### src/include/adc_map_pkg.sv
// Shared constants and types for the converter channel map and result port.
package adc_map_pkg;

   // Transfer-function register layout: gain code, polarity, offset code.
   localparam int TF_WIDTH      = 8;
   localparam int TF_GAIN_MSB   = 7;
   localparam int TF_GAIN_LSB   = 5;
   localparam int TF_POL_BIT    = 4;
   localparam int TF_SIGN_BIT   = 3;
   localparam int TF_MAG_MSB    = 2;
   localparam int TF_MAG_LSB    = 0;
   localparam logic [7:0] TF_RESET = 8'h00;
   localparam int TF_COUNT      = 3;

   // Register numbers as seen on the select output.
   localparam logic [1:0] TF_SEL_ONE   = 2'h1;
   localparam logic [1:0] TF_SEL_TWO   = 2'h2;
   localparam logic [1:0] TF_SEL_THREE = 2'h3;

   // Result word layout, most significant bit shifted first.
   localparam int WORD_BITS     = 24;
   localparam int VALUE_BITS    = 18;
   localparam int VALUE_LSB     = 6;
   localparam int RESERVED_BIT  = 5;
   localparam int AUX_HI_BIT    = 4;
   localparam int AUX_LO_BIT    = 3;
   localparam logic [23:0] RESULT_RESET = 24'h000000;
   localparam logic [17:0] VALUE_MIN = 18'h00000;
   localparam logic [17:0] VALUE_MAX = 18'h3ffff;

   // Bits the host must shift in after a write aimed at the result word, and shift out on a read.
   localparam logic [4:0] DISCARD_BITS = 5'h08;
   localparam logic [4:0] READ_BITS    = 5'h18;

   // Source channel tags.
   localparam logic [2:0] TAG_PAIR_BASE = 3'h4;
   localparam logic [2:0] TAG_CAL       = 3'h7;

   // Offset DAC value in tenths of a percent of full scale, per magnitude.
   localparam logic [11:0] DAC_BIPOLAR [8] = '{12'h000, 12'h053, 12'h0a7, 12'h0fa,
                                              12'h14d, 12'h1a0, 12'h1f4, 12'h247};
   localparam logic [11:0] DAC_UNIPOLAR [8] = '{12'h000, 12'h0a7, 12'h14d, 12'h1f4,
                                               12'h29b, 12'h341, 12'h3e8, 12'h48f};

   typedef enum logic [1:0] {
      PORT_IDLE,
      PORT_READ,
      PORT_DISCARD
   } port_state_t;

   // Register governing a channel tag; the calibration tag maps to the third.
   function automatic logic [1:0] tag_to_tf(input logic [2:0] tag);
      logic [1:0] sel;
      sel = TF_SEL_ONE;
      unique case (tag)
         3'h0, 3'h1, 3'h4: sel = TF_SEL_ONE;
         3'h2, 3'h3, 3'h5: sel = TF_SEL_TWO;
         3'h6, 3'h7:       sel = TF_SEL_THREE;
      endcase
      return sel;
   endfunction : tag_to_tf

endpackage : adc_map_pkg

### src/hw/adc_result_port.sv
// Channel-to-register map, offset DAC decode and serial result word port.
`timescale 1ns/100ps
`default_nettype none

// What this block does
// - Offset code: sign plus magnitude, zero disconnects
// - Normal unscanned mode picks register by channel
// - Offset calibration converts zero pair, normal register
// - Gain calibration converts span pair, normal register
// - Scanning ignores selects; calibration pairs use three
// - Result is a read-only 24-bit word
// - Writing the result word changes nothing
// - After result write, discard eight bits, idle
// - Shift value, reserved, aux, tag, MSB first
// - Value is 18-bit offset binary
// - Out-of-range input saturates to min or max
// - Reserved bit after value is always zero
// - Aux bits captured at first falling edge
// - Tag codes: pseudo 0-3, pairs 4-6, cal 7
// - Register: gain, polarity, offset; resets zero
// - Polarity zero bipolar, one unipolar scale
module adc_result_port (
   input  wire  logic        clock,
   input  wire  logic        rst,
   input  wire  logic        ce,
   input  wire  logic        sclk_pin,
   input  wire  logic        sdin_pin,
   output var   logic        sdout,
   output var   logic        sdout_oe_n,
   input  wire  logic        aux_status_hi,
   input  wire  logic        aux_status_lo,
   input  wire  logic        cal_mode_sel_hi,
   input  wire  logic        cal_mode_sel_lo,
   input  wire  logic        full_pair_select,
   input  wire  logic        chan_sel_hi,
   input  wire  logic        chan_sel_lo,
   input  wire  logic        scan_enable,
   input  wire  logic [2:0]  scan_slot_tag,
   input  wire  logic        tf_load,
   input  wire  logic [1:0]  tf_load_sel,
   input  wire  logic [7:0]  tf_load_data,
   input  wire  logic        data_read_start,
   input  wire  logic        data_write_start,
   input  wire  logic        conv_valid,
   input  wire  logic [17:0] conv_value,
   input  wire  logic        conv_over,
   input  wire  logic        conv_under,
   output logic [1:0]        active_tf_sel,
   output logic [2:0]        pga_gain_code,
   output logic              unipolar,
   output logic              dac_connected,
   output logic              offset_sign_bit,
   output logic [2:0]        dac_magnitude,
   output logic [11:0]       dac_value_tenths,
   output logic              zero_cal_input,
   output logic              span_cal_input,
   output logic              port_idle
);

   // Pin synchronisers: sclk, sdin, aux high, aux low.
   logic [3:0]                 pin_raw;
   logic [3:0]                 meta_q;
   logic [3:0]                 sync_q;
   logic                       sclk_prev_q;
   logic [7:0]                 tf_q [adc_map_pkg::TF_COUNT];
   logic [23:0]                result_q;
   logic [23:0]                shift_q;
   logic [4:0]                 count_q;
   adc_map_pkg::port_state_t   state_q;

   assign pin_raw = {sclk_pin, sdin_pin, aux_status_hi, aux_status_lo};

   genvar gi;
   generate
      for (gi = 0; gi < 4; gi++) begin : g_sync
         always_ff @(posedge clock) begin
            if (rst) begin
               meta_q[gi] <= 1'b0;
               sync_q[gi] <= 1'b0;
            end else if (ce) begin
               meta_q[gi] <= pin_raw[gi];
               sync_q[gi] <= meta_q[gi];
            end
         end
      end
   endgenerate

   wire sclk_s   = sync_q[3];
   wire aux_hi_s = sync_q[1];
   wire aux_lo_s = sync_q[0];
   wire sclk_fall = sclk_prev_q & ~sclk_s;
   wire sclk_rise = ~sclk_prev_q & sclk_s;

   // Mode decode; the reserved calibration setting behaves as normal mode.
   wire off_cal  = cal_mode_sel_lo & ~cal_mode_sel_hi;
   wire gain_cal = cal_mode_sel_hi & ~cal_mode_sel_lo;
   wire cal_mode = off_cal | gain_cal;

   wire [2:0] normal_tag = full_pair_select ?
                           (adc_map_pkg::TAG_PAIR_BASE | {1'b0, chan_sel_hi, chan_sel_lo}) :
                           {1'b0, chan_sel_hi, chan_sel_lo};
   wire       unusable   = full_pair_select & chan_sel_hi & chan_sel_lo;
   wire [1:0] fixed_sel  = unusable ? adc_map_pkg::TF_SEL_ONE : adc_map_pkg::tag_to_tf(normal_tag);
   wire [1:0] scan_sel   = adc_map_pkg::tag_to_tf(scan_slot_tag);
   wire [1:0] sel_d      = scan_enable ? scan_sel : fixed_sel;
   wire [7:0] tf_sel     = tf_q[sel_d - 2'h1];

   wire [2:0] live_tag   = scan_enable ? scan_slot_tag :
                           (cal_mode ? adc_map_pkg::TAG_CAL : normal_tag);

   wire [2:0] mag_w      = tf_sel[adc_map_pkg::TF_MAG_MSB:adc_map_pkg::TF_MAG_LSB];
   wire       unip_w     = tf_sel[adc_map_pkg::TF_POL_BIT];
   wire       sign_w     = tf_sel[adc_map_pkg::TF_SIGN_BIT];
   wire [11:0] dac_abs   = unip_w ? adc_map_pkg::DAC_UNIPOLAR[mag_w] :
                                    adc_map_pkg::DAC_BIPOLAR[mag_w];
   wire [11:0] dac_w     = sign_w ? (12'h000 - dac_abs) : dac_abs;

   wire [17:0] value_w   = conv_over  ? adc_map_pkg::VALUE_MAX :
                           conv_under ? adc_map_pkg::VALUE_MIN : conv_value;

   always_ff @(posedge clock) begin
      if (rst) begin
         for (int i = 0; i < adc_map_pkg::TF_COUNT; i++) begin
            tf_q[i] <= adc_map_pkg::TF_RESET;
         end
      end else if (ce && tf_load && tf_load_sel != 2'h0) begin
         tf_q[tf_load_sel - 2'h1] <= tf_load_data;
      end
   end

   // Decoded outputs are registered so the analog side sees no glitches.
   always_ff @(posedge clock) begin
      if (rst) begin
         active_tf_sel    <= adc_map_pkg::TF_SEL_ONE;
         pga_gain_code    <= 3'h0;
         unipolar         <= 1'b0;
         dac_connected    <= 1'b0;
         offset_sign_bit  <= 1'b0;
         dac_magnitude    <= 3'h0;
         dac_value_tenths <= 12'h000;
         zero_cal_input   <= 1'b0;
         span_cal_input   <= 1'b0;
      end else if (ce) begin
         active_tf_sel    <= sel_d;
         pga_gain_code    <= tf_sel[adc_map_pkg::TF_GAIN_MSB:adc_map_pkg::TF_GAIN_LSB];
         unipolar         <= unip_w;
         dac_connected    <= (mag_w != 3'h0);
         offset_sign_bit  <= sign_w;
         dac_magnitude    <= mag_w;
         dac_value_tenths <= dac_w;
         zero_cal_input   <= off_cal & ~scan_enable;
         span_cal_input   <= gain_cal & ~scan_enable;
      end
   end

   // result word, only the converter updates it
   always_ff @(posedge clock) begin
      if (rst) begin
         result_q <= adc_map_pkg::RESULT_RESET;
      end else if (ce && conv_valid) begin
         result_q <= {value_w, 1'b0, 2'b00, live_tag};
      end
   end

   // Serial port: shift on falling sclk, count host bits on rising sclk.
   always_ff @(posedge clock) begin
      if (rst) begin
         sclk_prev_q <= 1'b0;
         shift_q     <= adc_map_pkg::RESULT_RESET;
         count_q     <= 5'h00;
         state_q     <= adc_map_pkg::PORT_IDLE;
      end else if (ce) begin
         sclk_prev_q <= sclk_s;
         unique case (state_q)
            adc_map_pkg::PORT_IDLE: begin
               count_q <= 5'h00;
               if (data_read_start) begin
                  shift_q <= result_q;
                  state_q <= adc_map_pkg::PORT_READ;
               end else if (data_write_start) begin
                  state_q <= adc_map_pkg::PORT_DISCARD;
               end
            end
            adc_map_pkg::PORT_READ: begin
               if (sclk_fall) begin
                  count_q <= count_q + 5'h01;
                  if (count_q == 5'h00) begin
                     shift_q <= {shift_q[22:5], aux_hi_s, aux_lo_s, shift_q[2:0], 1'b0};
                  end else begin
                     shift_q <= {shift_q[22:0], 1'b0};
                  end
                  if (count_q == adc_map_pkg::READ_BITS - 5'h01) begin
                     state_q <= adc_map_pkg::PORT_IDLE;
                  end
               end
            end
            adc_map_pkg::PORT_DISCARD: begin
               if (sclk_rise) begin
                  count_q <= count_q + 5'h01;
                  if (count_q == adc_map_pkg::DISCARD_BITS - 5'h01) begin
                     state_q <= adc_map_pkg::PORT_IDLE;
                  end
               end
            end
         endcase
      end
   end

   // The aux bits sit in the second and third bit after the value only once
   // the first falling edge has passed; before that the word holds zeros there.
   assign sdout      = shift_q[23];
   assign sdout_oe_n = (state_q != adc_map_pkg::PORT_READ);
   assign port_idle  = (state_q == adc_map_pkg::PORT_IDLE);

   property p_dac_off;
      @(posedge clock) disable iff (rst) ce && mag_w == 3'h0 |=> !dac_connected;
   endproperty
   a_dac_off: assert property (p_dac_off) else $error("DAC not disconnected at zero.");

   property p_dac_scale;
      @(posedge clock) disable iff (rst)
         ce && !unip_w && sign_w && mag_w == 3'h7 |=> dac_value_tenths == 12'hdb9;
   endproperty
   a_dac_scale: assert property (p_dac_scale) else $error("Bipolar full negative wrong.");

   property p_norm_pair;
      @(posedge clock) disable iff (rst)
         ce && !scan_enable && full_pair_select && chan_sel_hi && !chan_sel_lo
         |=> active_tf_sel == 2'h3;
   endproperty
   a_norm_pair: assert property (p_norm_pair) else $error("Pair five-six not register three.");

   property p_unusable;
      @(posedge clock) disable iff (rst) ce && !scan_enable && unusable |=> active_tf_sel == 2'h1;
   endproperty
   a_unusable: assert property (p_unusable) else $error("Unusable code not register one.");

   property p_offcal;
      @(posedge clock) disable iff (rst)
         ce && off_cal && !scan_enable && !full_pair_select && chan_sel_hi
         |=> zero_cal_input && active_tf_sel == 2'h2;
   endproperty
   a_offcal: assert property (p_offcal) else $error("Offset calibration mapping wrong.");

   property p_gaincal;
      @(posedge clock) disable iff (rst)
         ce && gain_cal && !scan_enable && full_pair_select && !chan_sel_hi && chan_sel_lo
         |=> span_cal_input && active_tf_sel == 2'h2;
   endproperty
   a_gaincal: assert property (p_gaincal) else $error("Gain calibration mapping wrong.");

   property p_scan_cal;
      @(posedge clock) disable iff (rst)
         ce && scan_enable && scan_slot_tag == 3'h7 |=> active_tf_sel == 2'h3 && !zero_cal_input;
   endproperty
   a_scan_cal: assert property (p_scan_cal) else $error("Scanned calibration not register three.");

   property p_write_keeps;
      @(posedge clock) disable iff (rst)
         state_q == adc_map_pkg::PORT_DISCARD && !conv_valid |=> $stable(result_q);
   endproperty
   a_write_keeps: assert property (p_write_keeps) else $error("Result changed by a write.");

   property p_discard;
      @(posedge clock) disable iff (rst)
         ce && state_q == adc_map_pkg::PORT_DISCARD && sclk_rise && count_q == 5'h07
         |=> port_idle;
   endproperty
   a_discard: assert property (p_discard) else $error("Port not idle after eight bits.");

   property p_reserved;
      @(posedge clock) disable iff (rst) result_q[5] == 1'b0 && !(port_idle && !sdout_oe_n);
   endproperty
   a_reserved: assert property (p_reserved) else $error("Reserved bit set or port misdriven.");

   property p_saturate;
      @(posedge clock) disable iff (rst)
         ce && conv_valid && conv_over |=> result_q[23:6] == 18'h3ffff;
   endproperty
   a_saturate: assert property (p_saturate) else $error("Overrange not saturated.");

   property p_cal_tag;
      @(posedge clock) disable iff (rst)
         ce && conv_valid && cal_mode && !scan_enable |=> result_q[2:0] == 3'h7;
   endproperty
   a_cal_tag: assert property (p_cal_tag) else $error("Calibration tag wrong.");

   c_read:    cover property (@(posedge clock) disable iff (rst)
                 state_q == adc_map_pkg::PORT_READ ##1 port_idle);
   c_discard: cover property (@(posedge clock) disable iff (rst)
                 state_q == adc_map_pkg::PORT_DISCARD ##1 port_idle);
   c_scan3:   cover property (@(posedge clock) disable iff (rst)
                 ce && scan_enable && scan_slot_tag == 3'h6);

endmodule : adc_result_port

`default_nettype wire

### config.mk
export PLATFORM = sky130hd
export DESIGN_NAME = adc_result_port
export DESIGN_NICKNAME = d
export VERILOG_FILES = /design/src/include/adc_map_pkg.sv /design/src/hw/adc_result_port.sv
export SDC_FILE = /design/constraint.sdc
export NUM_CORES = 1
export LEC_CHECK = 0
export ABC_AREA = 1
export BUFFER_PORTS_ARGS = -buffer_cell sky130_fd_sc_hd__buf_2
export CAP_MARGIN = 20
export CORE_ASPECT_RATIO = 1.1
export CORE_UTILIZATION = 58
export CTS_CLUSTER_DIAMETER = 150
export DETAILED_ROUTE_END_ITERATION = 12
export PLACE_DENSITY_LB_ADDON = 0.1
export SKIP_CTS_REPAIR_TIMING = 1
export SYNTH_ARGS = -nofsm -noshare
export SYNTH_HDL_FRONTEND = slang
export SYNTH_SLANG_ARGS = --single-unit
### constraint.sdc
create_clock -name clock -period 2.7 [get_ports clock]
set_clock_uncertainty 0.05 [all_clocks]
set_input_delay 0 -clock clock [delete_from_list [all_inputs] [get_ports clock]]
set_output_delay 0 -clock clock [all_outputs]
set_load 0.02 [all_outputs]
==> flow_summary.json <==
{
  "critical-path-max-stage-delay_ns": 0.39,
  "synth_largest_type_area_fraction_pct": 29.8,
  "gpl.final_weighted_congestion": 0.856,
  "grt_antenna_before_repair": 0,
  "static-leakage-power_nw": 3.28,
  "area_growth_syn_to_layout_pct": 28.8,
  "maxCapViolations": 0,
  "grt_first_pass_wirelength_microns": 21800,
  "row_count": 37,
  "dieHeight_microns": 106,
  "fin_setup_tns_ns": 0,
  "r2r-start": "tf_q[2][1]$_SDFFCE_PN0P_",
  "end_kind": "flop",
  "detail_route.first_pass.iterations": 5,
  "die_area_sq_um": 10100,
  "setup-violations-final": 0,
  "ir_worst_vdd_mv": 0.489,
  "combined_area_of_the_multi_input_logic_cells_sq_um": 2590,
  "post_synth_main_area_contributors": "sky130_fd_sc_hd__dfxtp_1, sky130_fd_sc_hd__edfxtp_1, sky130_fd_sc_hd__nand2_1, sky130_fd_sc_hd__a21oi_1, sky130_fd_sc_hd__o21ai_0",
  "combinational_family_with_the_most_area_after_synthesis": "simple AND/OR/NAND/NOR gates",
  "holdCritPathClass": "in -> reg",
  "post_synth_mux_area_share_pct": 0.399,
  "portBuffers": 76,
  "cell_area_after_technology_mapping_sq_um": 5650,
  "antenna_left": 0,
  "core_region_area_sq_um": 9400,
  "critPathLaunchType": "flop",
  "tightestPinTransition_ns": 0.581,
  "number_of_global_route_vias_before_repair": 4854,
  "seq_area_sq_um": 2640,
  "sum_of_overflow_across_all_layers_after_global_routing": 0,
  "detailed_place_hpwl_microns": 9020,
  "critPathMostFrequentCell": "sky130_fd_sc_hd__nand3_1",
  "crit_path_kind": "reg -> reg",
  "cts-htree-levels": 4,
  "power.total_mw": 5.62,
  "final_hold_viol_count": 2,
  "grt_start_max_net_pins": 60,
  "initial_utilization_pct": 60.1,
  "synth_most_common_cell": "sky130_fd_sc_hd__nand2_1",
  "postSynthAreaPerCell_sq_um": 7.97,
  "netlist_top_cells_count": "sky130_fd_sc_hd__nand2_1, sky130_fd_sc_hd__dfxtp_1, sky130_fd_sc_hd__inv_1, sky130_fd_sc_hd__nor2_1",
  "routed-via-count": 5414,
  "synth_async_sr_flop_share_pct": 0,
  "final_min_period_over_clock_period_pct": 88.3,
  "post_synthesis_adder_cell_area_fraction_pct": 3.32,
  "timing.critical_path.slowest_stage_cell": "sky130_fd_sc_hd__edfxtp_1",
  "number_of_flops_mapped_to_enable_cells_by_yosys": 32,
  "dp.cells": 891,
  "worstPathMaxFanout": 7,
  "initialDrtViolationCount": 361,
  "grt_setup_unrepaired": "no",
  "diodes": 0,
  "result_of_the_run": "complete, but fails checks",
  "final_layout_size_suffix_gt1_share_pct": 19.7,
  "crit_arrival_ns": 2.76,
  "pin_count": 78,
  "failed_checks": "negative hold slack",
  "clock_path_buffers": 2,
  "layout_min_cycle_time_ns": 2.38,
  "cts_tree": "built",
  "post_synthesis_simple_gate_area_fraction_pct": 23.8,
  "nFillCells": 668,
  "vias_per_cell": 5.52,
  "die-width_microns": 96.1,
  "clkTransAtPathRegs_ns": 0.06,
  "grt_use_total_pct": 28.1,
  "setup_crit_start": "tf_q[2][1]$_SDFFCE_PN0P_",
  "power_per_unit_of_standard_cell_area_nw_per_um2": 772,
  "synth_xor_area_share_pct": 0,
  "netlist_instances": 709,
  "yosys_register_bits": 116,
  "post_drt_wl_per_cell_microns": 14.8,
  "layout.core_utilization_pct": 77.4,
  "drv_slew": 0,
  "ys_warn_count": 0,
  "synth-compound-area-share_pct": 17.8,
  "worst_ep_required_time_ns": 3.07,
  "remaining_drc_errors": 0,
  "later_pin_clock_latency_in_the_skew_report_ns": 0.52,
  "cells_along_the_critical_path": "nand3_1 -> nand2_1 -> nand2_1 -> nand2_2 -> ha_1 -> inv_1 -> nand3_1 -> nand3_1 -> nand2_1 -> inv_1 -> ha_2 -> nand3_1 -> nand2_2 -> nand3_1 -> nand2_1 -> nand3_1 -> nand2_1 -> inv_1",
  "number_of_buffers_added_by_the_clock_tree_synthesis_step": 17,
  "timing.fmax_mhz": 419,
  "ys_dominant_reg_cell": "sky130_fd_sc_hd__dfxtp_1",
  "critPathBufInv": 3,
  "layoutNonFillerInstCount": 980,
  "relSlewSlack_pct": 61.3,
  "worst_path_dominant_cell_family": "simple AND/OR/NAND/NOR gates",
  "clock-sinks": 116,
  "worstHoldStart": "conv_valid",
  "nets": 915,
  "netlist-cell-type-count": 43,
  "routed_wirelength_microns": 14500,
  "synth_sequential_area_ratio_pct": 46.8,
  "netlist.top_cell.by_area": "sky130_fd_sc_hd__dfxtp_1",
  "clock_tree.root_cell": "sky130_fd_sc_hd__clkbuf_8",
  "hold_ws_ns": -0.0273
}
[worst paths after layout]
kind                            cells after the start  slack, ns                                end
worst min-delay path                                3      -0.03          result_q[19]$_SDFFE_PP0P_
worst min register to register                      2       0.42           shift_q[13]$_SDFFE_PP0P_
worst max register to register                     18       0.32  dac_value_tenths[10]$_SDFFE_PP0P_
worst max-delay path                               18       0.32  dac_value_tenths[10]$_SDFFE_PP0P_
[layer usage]
| layer | wire (microns) | vias to the layer above | global-route usage, % | part of all wire [%] |
|---|---|---|---|---|
| li1 | - | 2666 | - | - |
| met1 | 5940 | 2535 | 33.3 | 41 |
| met2 | 7550 | 189 | 48.3 | 52 |
| met3 | 742 | 24 | 6.93 | 5.1 |
| met4 | 310 | 0 | 10.2 | 2.1 |
| met5 | 0 | - | 0 | 0 |
[report_power, final]
| group | leakage [nW] | total [mW] | internal, mW | switching (mW) |
|---|---|---|---|---|
| clock | 0.258 | 2.02 | 1.15 | 0.869 |
| sequential | 1.00 | 2.13 | 2.02 | 0.107 |
| combinational | 2.02 | 1.47 | 0.525 | 0.945 |
| total | 3.28 | 5.62 | 3.69 | 1.92 |
[cell families (layout without fill, tap and decap cells)]
kind of cell / after synthesis / after routing
simple gates: 298 / 298
compound gates: 167 / 167
flops: 116 / 116
buf+inv: 110 / 257
fa+ha+maj: 15 / 15
mux: 2 / 2
other cells: 1 / 8
[per-stage QoR]
stage                     cell area [sq um]  hold WS [ns]  setup WS, ns
after floorplan                        5680        0.0489         0.407
after global placement                 6170         0.141         0.128
after detailed placement               6170         0.144        0.0669
after CTS                              6700        -0.399         0.320
after global routing                   7280       0.00299        0.0170
final                                  7280       -0.0273         0.316
[layout by cell type, fill, tap and decap left out, types with 2 or more instances in the layout]
cell type	count
sky130_fd_sc_hd__clkinv_2	2
sky130_fd_sc_hd__nand2_2	17
sky130_fd_sc_hd__nand3_1	43
sky130_fd_sc_hd__buf_2	76
sky130_fd_sc_hd__buf_4	16
sky130_fd_sc_hd__o21ai_1	3
sky130_fd_sc_hd__edfxtp_1	32
sky130_fd_sc_hd__o21ai_0	51
sky130_fd_sc_hd__nand3_2	4
sky130_fd_sc_hd__ha_1	14
sky130_fd_sc_hd__dlygate4sd3_1	57
sky130_fd_sc_hd__nand2_4	3
sky130_fd_sc_hd__a31oi_1	21
sky130_fd_sc_hd__clkbuf_16	16
sky130_fd_sc_hd__inv_1	67
sky130_fd_sc_hd__a21oi_1	51
sky130_fd_sc_hd__inv_6	6
sky130_fd_sc_hd__inv_2	6
sky130_fd_sc_hd__o22ai_1	2
sky130_fd_sc_hd__a21oi_4	3
sky130_fd_sc_hd__nand2_1	144
sky130_fd_sc_hd__mux2_2	2
sky130_fd_sc_hd__clkinv_1	2
sky130_fd_sc_hd__clkinv_4	3
sky130_fd_sc_hd__nand4_1	7
sky130_fd_sc_hd__o21ai_2	4
sky130_fd_sc_hd__nor2_4	2
sky130_fd_sc_hd__nor2_1	65
sky130_fd_sc_hd__a211oi_1	20
sky130_fd_sc_hd__nand2_8	2
sky130_fd_sc_hd__nor3_1	8
sky130_fd_sc_hd__conb_1	8
sky130_fd_sc_hd__o211ai_1	3
sky130_fd_sc_hd__clkinvlp_4	3
sky130_fd_sc_hd__dfxtp_1	84
sky130_fd_sc_hd__a221oi_1	2
sky130_fd_sc_hd__a21boi_0	2
[worst register-to-register path: cells and delay by family, from the launching register on]
kind,cells,cell delay [ns]
flip-flops,1,0.39
buffers and inverters,3,0.17
AND/OR/NAND/NOR,13,1.19
adder cells (fa/ha/maj),2,0.49
[layout make-up]
cell class / count / area share, %
timing repair buffer: 149 / 14.7
clock buffer: 17 / 5.69
clock inverter: 15 / 1.69
multi-input combinational: 490 / 35.6
sequential: 116 / 36.3
tap: 117 / 2.01
inverter: 76 / 3.95
[registers in the layout, indices dropped and copies added (netlist names), 2 cells and up]
register,flops
meta_q,3
shift_q,24
result_q,21
state_q,2
pga_gain_code,3
count_q,5
dac_magnitude,3
active_tf_sel,2
tf_q,32
dac_value_tenths,12
No activity file was read; power rests on OpenSTA's default activity.
